==> config.mk <==
export PLATFORM = sky130hd
export DESIGN_NAME = rx_packet_handler
export DESIGN_NICKNAME = d
export VERILOG_FILES = /design/src/include/rx_pkt_pkg.sv /design/src/include/byte_stream_if.sv /design/src/verilog/rx_packet_handler.sv /design/src/verilog/crc16_unit.sv /design/src/verilog/two_entry_buffer.sv
export SDC_FILE = /design/constraint.sdc
export NUM_CORES = 1
export LEC_CHECK = 0
export BUFFER_PORTS_ARGS = -buffer_cell sky130_fd_sc_hd__buf_2
export CAP_MARGIN = 20
export CORE_UTILIZATION = 61
export DETAILED_ROUTE_END_ITERATION = 8
export PLACE_DENSITY = 0.82
export SLEW_MARGIN = 15
export SYNTH_ARGS = -nofsm -noshare
export SYNTH_HDL_FRONTEND = slang
export SYNTH_HIERARCHICAL = 1
export SYNTH_SLANG_ARGS = --single-unit
==> constraint.sdc <==
create_clock -name clk_i -period 6.95 [get_ports clk_i]
set_input_delay 1.39 -clock clk_i [delete_from_list [all_inputs] [get_ports clk_i]]
set_output_delay 1.39 -clock clk_i [all_outputs]
set_load 0.03 [all_outputs]
==> src/include/rx_pkt_pkg.sv <==
// constants for the receive packet handler
// assumes one 8-bit register port and a 40 MHz core clock
package rx_pkt_pkg;
  // register offsets
  localparam logic [7:0] OFS_SYNC_HI = 8'h04;
  localparam logic [7:0] OFS_SYNC_LO = 8'h05;
  localparam logic [7:0] OFS_LIMIT   = 8'h06;
  localparam logic [7:0] OFS_CTRL_A  = 8'h07;
  localparam logic [7:0] OFS_CTRL_B  = 8'h08;
  localparam logic [7:0] OFS_ADDR    = 8'h09;
  localparam logic [7:0] OFS_CHANNEL_INDEX    = 8'h0a;
  localparam logic [7:0] OFS_STATUS  = 8'h30;
  // reset values
  localparam logic [7:0] RST_SYNC_HI = 8'hd3;
  localparam logic [7:0] RST_SYNC_LO = 8'h91;
  localparam logic [7:0] RST_LIMIT   = 8'hff;
  localparam logic [7:0] RST_CTRL_A  = 8'h04;
  localparam logic [7:0] RST_CTRL_B  = 8'h45;
  localparam logic [7:0] RST_ADDR    = 8'h00;
  localparam logic [7:0] RST_CHANNEL_INDEX    = 8'h00;
  // writable bits; bits outside the mask read zero
  localparam logic [7:0] CTRL_A_WMASK = 8'hef;
  localparam logic [7:0] CTRL_B_WMASK = 8'h77;
  // field positions
  localparam int CA_FLUSH_BIT  = 3;
  localparam int CA_APPEND_BIT = 2;
  localparam int CA_FILT_LSB   = 0;
  localparam int CB_FMT_LSB    = 4;
  localparam int CB_CRC_BIT    = 2;
  localparam int CB_LEN_LSB    = 0;
  // broadcast addresses and check word
  localparam logic [7:0]  BCAST_ZERO = 8'h00;
  localparam logic [7:0]  BCAST_ONES = 8'hff;
  localparam logic [7:0]  CHECK_BYTES = 8'h02;
  localparam logic [15:0] CRC_POLY   = 16'h8005;
  localparam logic [15:0] CRC_INIT   = 16'hffff;

  typedef enum logic [1:0] {
    FMT_FIFO = 2'h0, FMT_SYNC = 2'h1, FMT_RSVD = 2'h2, FMT_ASYNC = 2'h3
  } rx_format_t;
  typedef enum logic [1:0] {
    LEN_FIXED = 2'h0, LEN_VAR = 2'h1, LEN_INF = 2'h2, LEN_RSVD = 2'h3
  } len_mode_t;
  typedef enum logic [1:0] {
    FILT_OFF = 2'h0, FILT_OWN = 2'h1, FILT_BC0 = 2'h2, FILT_BC01 = 2'h3
  } filter_t;
  typedef enum logic [6:0] {
    ST_HUNT    = 7'h01,
    ST_LENGTH  = 7'h02,
    ST_PAYLOAD = 7'h04,
    ST_CHECK   = 7'h08,
    ST_VERDICT = 7'h10,
    ST_TRAIL_A = 7'h20,
    ST_TRAIL_B = 7'h40
  } fsm_state_t;
endpackage : rx_pkt_pkg

==> src/include/byte_stream_if.sv <==
// valid/ready byte stream between handler and its buffer
// assumes both ends share one clock
interface byte_stream_if #(parameter int W = 8);
  logic [W-1:0] data;
  logic         valid;
  logic         ready;
  modport src (output data, output valid, input ready);
  modport snk (input data, input valid, output ready);
endinterface : byte_stream_if

==> src/verilog/rx_packet_handler.sv <==
// receive packet handler: sync search, length, address, check word,
// trailer bytes, serial bypass and channel frequency word
// assumes demodulated bits arrive synchronous to clk_i, msb first
//
// Behaviour
// - sync high byte from high register
// - sync low byte from low register
// - fixed mode: limit is exact payload length
// - auto-flush buffer on failed check word
// - append signal strength and check-pass bytes
// - filter select code picks broadcast set
// - compare address byte with own address
// - data format picks buffer or serial path
// - serial data leaves on general output zero
// - check word computed only when enabled
// - length mode: fixed, first byte, infinite
// - frequency word: base plus channel times spacing
module rx_packet_handler
  import rx_pkt_pkg::*;
#(
  parameter int OUT_PINS = 3
) (
  // clock and reset
  input  wire logic                clk_i,
  input  wire logic                rst_i,
  input  wire logic                ce_i,
  // register port
  input  wire logic [7:0]          reg_addr_i,
  input  wire logic [7:0]          reg_wdata_i,
  input  wire logic                reg_wr_i,
  output logic [7:0]               reg_rdata_o,
  // demodulated bits
  input  wire logic                bit_i,
  input  wire logic                bit_valid_i,
  output logic                     bit_ready_o,
  input  wire logic [7:0]          rssi_i,
  // received bytes
  output logic [7:0]               fifo_data_o,
  output logic                     fifo_valid_o,
  input  wire logic                fifo_ready_i,
  output logic                     flush_o,
  // serial path
  output logic                     general_output_zero_o,
  output logic [OUT_PINS-1:0]      general_output_pins_o,
  // synthesizer word
  input  wire logic [23:0]         base_freq_i,
  input  wire logic [15:0]         spacing_i,
  output logic [23:0]              freq_word_o
);
  import rx_pkt_pkg::*;

  // register state
  logic [7:0] sync_hi_r, sync_hi_nxt;
  logic [7:0] sync_lo_r, sync_lo_nxt;
  logic [7:0] limit_r, limit_nxt;
  logic [7:0] ctrl_a_r, ctrl_a_nxt;
  logic [7:0] ctrl_b_r, ctrl_b_nxt;
  logic [7:0] addr_r, addr_nxt;
  logic [7:0] channel_index_r, channel_index_nxt;

  // decoded fields
  logic       flush_on_bad_check;
  logic       add_trailer_bytes;
  filter_t    filter_select;
  rx_format_t rx_data_format;
  logic       crc_en;
  len_mode_t  len_mode;

  // framing state
  fsm_state_t st_r, st_nxt;
  logic [15:0] sync_sh_r, sync_sh_nxt;
  logic [7:0]  byte_sh_r, byte_sh_nxt;
  logic [2:0]  bitcnt_r, bitcnt_nxt;
  logic [7:0]  rem_r, rem_nxt;
  logic        addr_pend_r, addr_pend_nxt;
  logic        crc_ok_r, crc_ok_nxt;
  logic        flush_nxt;
  logic        ser_data_nxt, ser_clk_nxt, ser_clk_r;
  logic [23:0] freq_nxt;

  // datapath helpers
  logic        take_bit;
  logic        byte_done;
  logic [7:0]  new_byte;
  logic        sync_hit;
  logic        crc_shift;
  logic        crc_zero;
  logic        push;
  logic [7:0]  push_data;

  byte_stream_if #(.W(8)) buf_in ();
  byte_stream_if #(.W(8)) buf_out ();

  // register writes
  always_comb begin
    sync_hi_nxt       = sync_hi_r;
    sync_lo_nxt       = sync_lo_r;
    limit_nxt         = limit_r;
    ctrl_a_nxt        = ctrl_a_r;
    ctrl_b_nxt        = ctrl_b_r;
    addr_nxt          = addr_r;
    channel_index_nxt = channel_index_r;
    if (reg_wr_i) begin
      unique case (reg_addr_i)
        OFS_SYNC_HI: sync_hi_nxt = reg_wdata_i;
        OFS_SYNC_LO: sync_lo_nxt = reg_wdata_i;
        OFS_LIMIT:   limit_nxt = reg_wdata_i;
        OFS_CTRL_A:  ctrl_a_nxt = reg_wdata_i & CTRL_A_WMASK;
        OFS_CTRL_B:  ctrl_b_nxt = reg_wdata_i & CTRL_B_WMASK;
        OFS_ADDR:    addr_nxt = reg_wdata_i;
        OFS_CHANNEL_INDEX:    channel_index_nxt = reg_wdata_i;
        default: ; // writes elsewhere are ignored
      endcase
    end
  end

  always_ff @(posedge clk_i or posedge rst_i) begin
    if (rst_i) begin
      sync_hi_r       <= RST_SYNC_HI;
      sync_lo_r       <= RST_SYNC_LO;
      limit_r         <= RST_LIMIT;
      ctrl_a_r        <= RST_CTRL_A;
      ctrl_b_r        <= RST_CTRL_B;
      addr_r          <= RST_ADDR;
      channel_index_r <= RST_CHANNEL_INDEX;
    end else if (ce_i) begin
      sync_hi_r       <= sync_hi_nxt;
      sync_lo_r       <= sync_lo_nxt;
      limit_r         <= limit_nxt;
      ctrl_a_r        <= ctrl_a_nxt;
      ctrl_b_r        <= ctrl_b_nxt;
      addr_r          <= addr_nxt;
      channel_index_r <= channel_index_nxt;
    end
  end

  // register reads, combinational; unmapped offsets read zero
  always_comb begin
    unique case (reg_addr_i)
      OFS_SYNC_HI: reg_rdata_o = sync_hi_r;
      OFS_SYNC_LO: reg_rdata_o = sync_lo_r;
      OFS_LIMIT:   reg_rdata_o = limit_r;
      OFS_CTRL_A:  reg_rdata_o = ctrl_a_r;
      OFS_CTRL_B:  reg_rdata_o = ctrl_b_r;
      OFS_ADDR:    reg_rdata_o = addr_r;
      OFS_CHANNEL_INDEX:    reg_rdata_o = channel_index_r;
      OFS_STATUS:  reg_rdata_o = {crc_ok_r, ~st_r[0], 5'h00, buf_out.valid};
      default:     reg_rdata_o = 8'h00;
    endcase
  end

  // field decode
  assign flush_on_bad_check = ctrl_a_r[CA_FLUSH_BIT];
  assign add_trailer_bytes  = ctrl_a_r[CA_APPEND_BIT];
  assign filter_select      = filter_t'(ctrl_a_r[CA_FILT_LSB +: 2]);
  assign rx_data_format     = rx_format_t'(ctrl_b_r[CB_FMT_LSB +: 2]);
  assign crc_en             = ctrl_b_r[CB_CRC_BIT];
  assign len_mode           = len_mode_t'(ctrl_b_r[CB_LEN_LSB +: 2]);

  // address acceptance for the current filter code
  function automatic logic filter_hit(input filter_t f, input logic [7:0] a,
                                      input logic [7:0] own);
    unique case (f)
      FILT_OFF:  filter_hit = 1'b1;
      FILT_OWN:  filter_hit = (a == own);
      FILT_BC0:  filter_hit = (a == own) || (a == BCAST_ZERO);
      FILT_BC01: filter_hit = (a == own) || (a == BCAST_ZERO) || (a == BCAST_ONES);
    endcase
  endfunction : filter_hit

  // in buffer mode, bit intake stalls during the verdict, while trailer bytes are inserted or while the buffer is full
  assign bit_ready_o = ce_i && ((rx_data_format != FMT_FIFO) ||
                       (buf_in.ready && !(st_r inside {ST_VERDICT, ST_TRAIL_A, ST_TRAIL_B})));
  assign take_bit  = bit_valid_i && bit_ready_o;
  assign new_byte  = {byte_sh_r[6:0], bit_i};
  assign byte_done = take_bit && (bitcnt_r == 3'd7);
  assign sync_hit  = take_bit && (st_r == ST_HUNT) && (rx_data_format == FMT_FIFO) && // hunt only
                     ({sync_sh_r[14:0], bit_i} == {sync_hi_r, sync_lo_r});
  assign crc_shift = take_bit && crc_en &&
                     (st_r inside {ST_LENGTH, ST_PAYLOAD, ST_CHECK});

  // framing next state
  always_comb begin
    st_nxt        = st_r;
    rem_nxt       = rem_r;
    addr_pend_nxt = addr_pend_r;
    crc_ok_nxt    = crc_ok_r;
    flush_nxt     = 1'b0;
    push          = 1'b0;
    push_data     = new_byte;
    sync_sh_nxt   = take_bit ? {sync_sh_r[14:0], bit_i} : sync_sh_r;
    byte_sh_nxt   = take_bit ? new_byte : byte_sh_r;
    bitcnt_nxt    = take_bit ? bitcnt_r + 3'd1 : bitcnt_r;
    unique case (st_r)
      ST_HUNT: begin
        if (sync_hit && st_r == ST_HUNT) begin
          bitcnt_nxt    = 3'd0;
          addr_pend_nxt = (filter_select != FILT_OFF);
          rem_nxt       = limit_r;
          st_nxt        = (len_mode == LEN_VAR) ? ST_LENGTH : ST_PAYLOAD;
        end
      end
      ST_LENGTH: begin
        if (byte_done) begin
          if (new_byte > limit_r) begin
            flush_nxt = 1'b1;
            st_nxt    = ST_HUNT;
          end else begin
            push    = 1'b1;
            rem_nxt = new_byte;
            if (new_byte == 8'h00) begin
              st_nxt = crc_en ? ST_CHECK : (add_trailer_bytes ? ST_TRAIL_A : ST_HUNT);
              rem_nxt = CHECK_BYTES;
            end else begin
              st_nxt = ST_PAYLOAD;
            end
          end
        end
      end
      ST_PAYLOAD: begin
        if (byte_done) begin
          if (addr_pend_r && !filter_hit(filter_select, new_byte, addr_r)) begin
            flush_nxt = 1'b1;
            st_nxt    = ST_HUNT;
          end else begin
            push          = 1'b1;
            addr_pend_nxt = 1'b0;
            if (len_mode != LEN_INF) begin
              rem_nxt = rem_r - 8'h01;
              if (rem_r == 8'h01) begin
                rem_nxt = CHECK_BYTES;
                st_nxt  = crc_en ? ST_CHECK : (add_trailer_bytes ? ST_TRAIL_A : ST_HUNT);
                crc_ok_nxt = 1'b1;
              end
            end
          end
        end
      end
      ST_CHECK: begin
        if (byte_done) begin
          rem_nxt = rem_r - 8'h01;
          if (rem_r == 8'h01) begin
            st_nxt = ST_VERDICT;
          end
        end
      end
      ST_VERDICT: begin
        crc_ok_nxt = crc_zero;
        if (!crc_zero && flush_on_bad_check) begin
          flush_nxt = 1'b1;
          st_nxt    = ST_HUNT;
        end else begin
          st_nxt = add_trailer_bytes ? ST_TRAIL_A : ST_HUNT;
        end
      end
      ST_TRAIL_A: begin
        push      = 1'b1;
        push_data = rssi_i;
        if (buf_in.ready) begin
          st_nxt = ST_TRAIL_B;
        end
      end
      ST_TRAIL_B: begin
        push      = 1'b1;
        push_data = {crc_ok_r, 7'h00};
        if (buf_in.ready) begin
          st_nxt = ST_HUNT;
        end
      end
    endcase
  end

  // serial bypass and frequency word
  always_comb begin
    ser_data_nxt = general_output_zero_o;
    ser_clk_nxt  = 1'b0;
    if (take_bit && rx_data_format != FMT_FIFO) begin
      ser_data_nxt = bit_i;
      ser_clk_nxt  = (rx_data_format == FMT_SYNC);
    end
    freq_nxt = base_freq_i + 24'(channel_index_r) * 24'(spacing_i);
  end

  always_ff @(posedge clk_i or posedge rst_i) begin
    if (rst_i) begin
      st_r                  <= ST_HUNT;
      sync_sh_r             <= 16'h0000;
      byte_sh_r             <= 8'h00;
      bitcnt_r              <= 3'd0;
      rem_r                 <= 8'h00;
      addr_pend_r           <= 1'b0;
      crc_ok_r              <= 1'b0;
      flush_o               <= 1'b0;
      general_output_zero_o <= 1'b0;
      ser_clk_r             <= 1'b0;
      freq_word_o           <= 24'h000000;
    end else if (ce_i) begin
      st_r                  <= st_nxt;
      sync_sh_r             <= sync_sh_nxt;
      byte_sh_r             <= byte_sh_nxt;
      bitcnt_r              <= bitcnt_nxt;
      rem_r                 <= rem_nxt;
      addr_pend_r           <= addr_pend_nxt;
      crc_ok_r              <= crc_ok_nxt;
      flush_o               <= flush_nxt;
      general_output_zero_o <= ser_data_nxt;
      ser_clk_r             <= ser_clk_nxt;
      freq_word_o           <= freq_nxt;
    end
  end

  // pins: data, sync clock, packet in progress
  assign general_output_pins_o = OUT_PINS'({~st_r[0], ser_clk_r, general_output_zero_o});

  // byte path through the two-entry buffer
  assign buf_in.valid = push && ce_i;
  assign buf_in.data  = push_data;
  assign buf_out.ready = fifo_ready_i;
  assign fifo_valid_o  = buf_out.valid;
  assign fifo_data_o   = buf_out.data;

  two_entry_buffer u_buf (
    .clk_i   (clk_i),
    .rst_i   (rst_i),
    .ce_i    (ce_i),
    .flush_i (flush_o),
    .in_s    (buf_in),
    .out_s   (buf_out)
  );

  crc16_unit u_crc (
    .clk_i   (clk_i),
    .rst_i   (rst_i),
    .ce_i    (ce_i),
    .init_i  (sync_hit),
    .shift_i (crc_shift),
    .bit_i   (bit_i),
    .zero_o  (crc_zero)
  );

  a_sync_word_hit: assert property (@(posedge clk_i) disable iff (rst_i)
    ce_i && st_r == ST_HUNT && sync_hit |=> st_r != ST_HUNT && bitcnt_r == 3'd0)
    else $error("sync match did not start a packet");
  a_fixed_len_load: assert property (@(posedge clk_i) disable iff (rst_i)
    ce_i && sync_hit && len_mode == LEN_FIXED |=> rem_r == $past(limit_r) && st_r == ST_PAYLOAD)
    else $error("fixed length not loaded from limit");
  a_var_len_limit: assert property (@(posedge clk_i) disable iff (rst_i)
    ce_i && st_r == ST_LENGTH && byte_done && new_byte > limit_r
    |-> !buf_in.valid ##1 flush_o && st_r == ST_HUNT)
    else $error("oversize packet not dropped");
  a_var_len_take: assert property (@(posedge clk_i) disable iff (rst_i)
    ce_i && st_r == ST_LENGTH && byte_done && new_byte != 8'h00 && new_byte <= limit_r
    |=> rem_r == $past(new_byte) && st_r == ST_PAYLOAD)
    else $error("length byte not taken");
  a_bad_check_flush: assert property (@(posedge clk_i) disable iff (rst_i)
    ce_i && st_r == ST_VERDICT && !crc_zero && flush_on_bad_check |=> flush_o && !crc_ok_r)
    else $error("failed check word not flushed");
  a_trailer_pair: assert property (@(posedge clk_i) disable iff (rst_i)
    ce_i && st_r == ST_TRAIL_A && buf_in.ready
    |-> buf_in.data == rssi_i ##1 st_r == ST_TRAIL_B && buf_in.data[7] == crc_ok_r)
    else $error("trailer bytes out of order");
  a_addr_reject: assert property (@(posedge clk_i) disable iff (rst_i)
    ce_i && st_r == ST_PAYLOAD && addr_pend_r && byte_done &&
    filter_select == FILT_OWN && new_byte != addr_r |-> !buf_in.valid ##1 flush_o)
    else $error("foreign address accepted");
  a_serial_bypass: assert property (@(posedge clk_i) disable iff (rst_i)
    ce_i && rx_data_format != FMT_FIFO && take_bit
    |=> general_output_zero_o == $past(bit_i) && st_r == $past(st_r))
    else $error("serial path wrong");
  a_channel_word: assert property (@(posedge clk_i) disable iff (rst_i)
    ce_i |=> freq_word_o == $past(base_freq_i + 24'(channel_index_r) * 24'(spacing_i)))
    else $error("frequency word wrong");
endmodule : rx_packet_handler

==> src/verilog/crc16_unit.sv <==
// bit-serial check-word engine, msb first
// assumes the caller seeds it at sync and shifts payload bits in
module crc16_unit
  import rx_pkt_pkg::*;
#(
  parameter logic [15:0] POLY = CRC_POLY,
  parameter logic [15:0] SEED = CRC_INIT
) (
  // clock and reset
  input  wire logic        clk_i,
  input  wire logic        rst_i,
  input  wire logic        ce_i,
  // control and data
  input  wire logic        init_i,
  input  wire logic        shift_i,
  input  wire logic        bit_i,
  // result
  output logic             zero_o
);
  logic [15:0] crc_r;
  logic [15:0] crc_nxt;

  // seed wins over shift
  always_comb begin
    crc_nxt = crc_r;
    if (init_i) begin
      crc_nxt = SEED;
    end else if (shift_i) begin
      crc_nxt = {crc_r[14:0], 1'b0} ^ ((crc_r[15] ^ bit_i) ? POLY : 16'h0000);
    end
  end

  always_ff @(posedge clk_i or posedge rst_i) begin
    if (rst_i) begin
      crc_r <= 16'h0000;
    end else if (ce_i) begin
      crc_r <= crc_nxt;
    end
  end

  // whole message plus check word leaves no remainder
  assign zero_o = (crc_r == 16'h0000);

  a_crc_seed_load: assert property (@(posedge clk_i) disable iff (rst_i)
    ce_i && init_i |=> !zero_o && crc_r == SEED)
    else $error("check engine not seeded");
endmodule : crc16_unit

==> src/verilog/two_entry_buffer.sv <==
// two-entry elastic buffer on the received-byte path
// assumes flush is a one-cycle pulse from the handler
module two_entry_buffer (
  // clock and reset
  input  wire logic   clk_i,
  input  wire logic   rst_i,
  input  wire logic   ce_i,
  input  wire logic   flush_i,
  // streams
  byte_stream_if.snk  in_s,
  byte_stream_if.src  out_s
);
  import rx_pkt_pkg::*;
  logic [7:0] mem_r [2];
  logic [7:0] mem_nxt [2];
  logic [1:0] cnt_r;
  logic [1:0] cnt_nxt;
  logic       push;
  logic       pop;

  // handshakes stall while the clock enable is low
  assign in_s.ready  = ce_i && (cnt_r != 2'd2);
  assign out_s.valid = ce_i && (cnt_r != 2'd0);
  assign out_s.data  = mem_r[0];
  assign push = in_s.valid && in_s.ready;
  assign pop  = out_s.valid && out_s.ready;

  // head always sits in entry 0
  always_comb begin
    mem_nxt = mem_r;
    cnt_nxt = cnt_r;
    if (pop) begin
      mem_nxt[0] = mem_r[1];
    end
    if (push) begin
      mem_nxt[(cnt_r == 2'd2 || (pop && cnt_r == 2'd1)) ? 0 : 32'(cnt_r) - (pop ? 1 : 0)]
        = in_s.data;
    end
    cnt_nxt = cnt_r + {1'b0, push} - {1'b0, pop};
    if (flush_i) begin
      cnt_nxt = 2'd0;
    end
  end

  always_ff @(posedge clk_i or posedge rst_i) begin
    if (rst_i) begin
      mem_r[0] <= 8'h00;
      mem_r[1] <= 8'h00;
      cnt_r    <= 2'd0;
    end else if (ce_i) begin
      mem_r <= mem_nxt;
      cnt_r <= cnt_nxt;
    end
  end

  a_buf_no_overrun: assert property (@(posedge clk_i) disable iff (rst_i)
    ce_i && cnt_r == 2'd2 && !pop |-> !in_s.ready ##1 cnt_r != 2'd0 || $past(flush_i))
    else $error("buffer accepted a byte while full");
endmodule : two_entry_buffer

==> impl_metrics.py <==
metrics = {
    "critical_path": {
        "worstReg2RegEnd": "freq_word_o[22]",
        "cp_data_required_time_ns": 7.26,
        "crit_type": "input pin to flip-flop",
        "ff2ff_setup_slack_ns": 1.46,
        "timing.rr.start": "channel_index_r[1]",
        "crit_arrival_ns": 6.00,
        "critPathLaunchType": "input pin",
        "crit_fanout": 8,
        "r2r_cells": 17,
        "endpoint_kind": "flip-flop",
    },
    "pwr": {
        "ir_worst_vdd_mv": 0.248,
        "combPwrFrac_pct": 34.5,
        "p_int_mw": 2.17,
        "switchingPower_mw": 1.30,
        "powerDensity_nw_per_um2": 246,
        "power_mw": 3.46,
        "p_sw_share_pct": 37.5,
        "clkPwrFrac_pct": 29.8,
        "p_leak_nw": 6.94,
        "seqPwrFrac_pct": 35.7,
    },
    "logic_synthesis": {
        "synth_top_cell_by_area": "dfrtp_1",
        "synthArstFlopShare_pct": 100,
        "synthFlopType": "dfrtp_1",
        "synthCells": 1303,
        "yosys_warnings": 6,
        "synthTopCellsByArea": "dfrtp_1 25%, fa_1 17%, mux2_2 7.7%",
        "synth_area_um2": 12800,
        "yosys.cell_types.count": 86,
        "synth-edff-count": 0,
        "synth_top_area_share_pct": 25.0,
        "syn-mean-instance-area_um2": 9.83,
        "syn-num-nets": 1537,
        "synth_seq_cells": 149,
        "yosysSeqAreaShare_pct": 29.3,
    },
    "floorplanning": {
        "dieArea_um2": 21600,
        "fp.dieW_um": 147,
        "row_count": 52,
        "core_um2": 20400,
        "io-pin-count": 118,
        "die_h_um": 147,
        "start_util_pct": 62.7,
    },
    "clock_network": {
        "cts_setup_buffers": 0,
        "htreeDepth": 4,
        "clk_path_buf_depth": 2,
        "cts_hold_buffers": 0,
        "cts_sinks": 149,
        "ctsResizeCount": 0,
        "cts-root-buf": "clkbuf_16",
        "cts_tree": "done",
        "path_clk_slew_ns": 0.07,
        "clock_latency_ns": 0.42,
        "cts-buffers-inserted": 17,
    },
    "placement": {
        "dp_hpwl_mm": 22.8,
        "port_buffers": 117,
        "gp_congestion": 0.945,
        "dp_cells": 1639,
        "dpl_cell_area_um2": 13400,
        "place_ws_ns": 0.931,
    },
    "cells_and_area": {
        "final_cells": 1672,
        "area_delta_synth_final_pct": 10.1,
        "final_common_cell": "inv_1",
        "most-common-layout-cells": "212 x inv_1, 128 x dfrtp_1, 118 x nand2_1",
        "design_area_um2": 14100,
        "ff_latch_area_um2": 3750,
        "nets": 1622,
        "fillCellCount": 1565,
        "drive_gt1_share_pct": 22.0,
        "multi_input_area_um2": 7910,
    },
    "worst_hold_path": {
        "min_path_cells": 2,
        "hold_end": "u_crc/crc_r[0]",
        "min-delay-start": "u_crc/crc_r[0]",
        "holdCritPathClass": "flip-flop to flip-flop",
    },
    "global_route": {
        "grt_pass1_wl_mm": 50.8,
        "overflow": 0,
        "grt_max_degree": 78,
        "first_global_vias": 10090,
        "antenna_found_initial": 2,
        "track_usage_pct": 30.0,
    },
    "routing": {
        "drt_first_pass_iters": 6,
        "routed_via_density": 5.94,
        "drt_iter0_drc": 726,
        "post_drt_wl_per_cell_um": 18.4,
        "ant_nets": 0,
        "vias": 9933,
        "drc": 0,
        "wirelength_mm": 30.7,
    },
    "timing": {
        "tns_ns": 0,
        "finalSetupViolations": 0,
        "slew_violations": 0,
        "fin_ws_ns": 1.27,
        "max_slew.worst_pin.slew_ns": 1.13,
        "hold_viol_final": 0,
        "fmax_mhz": 176,
        "fin_skew_ns": 0.00845,
        "fin_crit_ns": 5.68,
        "max_slew_margin_pct": 24.4,
        "grt_setup_unrepaired": "false",
        "post-route-period-util_pct": 81.7,
    },
    "run_status": {
        "status": "complete, no violations",
    },
    "run": {
        "max_cap_viol_count": 0,
    },
}
## worst max-delay path, stage by stage
cell and delay, ns:
buf_2 0.16, nand2_1 0.10, fa_1 0.55, fa_1 0.55, inv_1 0.06, fa_1 0.53
inv_1 0.06, fa_1 0.53, inv_1 0.04, ha_1 0.34, o211ai_1 0.11, a21oi_1 0.09
o21ai_0 0.48, a31oi_1 0.24, a311oi_1 0.39, xnor2_1 0.10, mux2_2 0.26
## through the flow
step | hold slack, ns | util, %
floorplan | 0.460 | -
global placement | 0.482 | 65.7
finish | 0.503 | 69.0
detailed placement | 0.493 | 65.7
global route | 0.530 | 69.0
CTS | 0.509 | 69.0
## cell usage after synthesis, drive strengths merged (14+ instances only)
| cell type | instances |
|---|---|
| dfstp | 21 |
| clkbuf | 22 |
| nand3 | 14 |
| buf | 34 |
| inv | 213 |
| nand2 | 118 |
| a21oi | 35 |
| ha | 57 |
| nor3 | 19 |
| fa | 106 |
| o21ai | 53 |
| dfrtp | 128 |
| mux2 | 97 |
| and2 | 73 |
| xor2 | 20 |
| xnor2 | 27 |
| a22oi | 21 |
| nor2 | 54 |
## final cells by class
| cell class | instances | share of cell area, % |
|---|---|---|
| clock buffers | 19 | 3.14 |
| diodes | 1 | 0.0178 |
| inverters | 213 | 5.69 |
| flip-flops and latches | 149 | 26.6 |
| clock inverters | 13 | 1.56 |
| repair buffers | 122 | 4.42 |
| well taps | 270 | 2.40 |
| multi-input cells | 885 | 56.1 |
## routing by layer
layer	up-vias	track usage [%]	part of all wire, %
met5	-	0	0.029
met4	2	10.5	2.9
met3	64	6.71	7.8
met2	412	46.8	46
met1	4923	41.4	43
li1	4532	-	-
## state kept, by name (all words and copies together), names as in the netlist, 8 cells and up, named ones only
signal and count:
sync_lo_r 8, u_crc/crc_r 16, sync_hi_r 8, u_buf/out_s.data 8, freq_word_o 24, limit_r 8
addr_r 8, channel_index_r 8, sync_sh_r 15, rem_r 8
## power by group through the flow
stage / registers (mW) / clock network (mW) / logic (mW)
2_1_floorplan: 1.18 / 0 / 0.955
3_3_place_gp: 1.24 / 0 / 1.14
3_5_place_dp: 1.25 / 0 / 1.17
4_1_cts: 1.23 / 1.04 / 1.19
5_1_grt: 1.26 / 1.08 / 1.31
6_report: 1.24 / 1.03 / 1.19
## cell families (layout without fill, tap and decap cells)
kind of cell,after synthesis,in the layout,synth area share (%)
AND/OR/NAND/NOR,354,354,14.6
adder cells (fa/ha/maj),163,163,22.1
buffers and inverters,269,367,8.90
AO/OA/AOI/OAI,217,217,12.5
other,0,1,0
XOR/XNOR,47,47,3.21
flip-flops,149,149,29.3
multiplexers,104,104,9.31
## how the worst max path moves through the flow
stage,slack [ns],cells past startpoint,from,endpoint
global placement,1.0,16,spacing_i[1],freq_word_o[22]
global route,1.11,18,spacing_i[3],freq_word_o[22]
finish,1.27,17,spacing_i[0],freq_word_o[21]
CTS,1.35,17,spacing_i[0],freq_word_o[22]
floorplan,1.43,14,spacing_i[1],freq_word_o[22]
detailed placement,0.93,17,spacing_i[0],freq_word_o[22]
(Power assumes the default switching activity.)
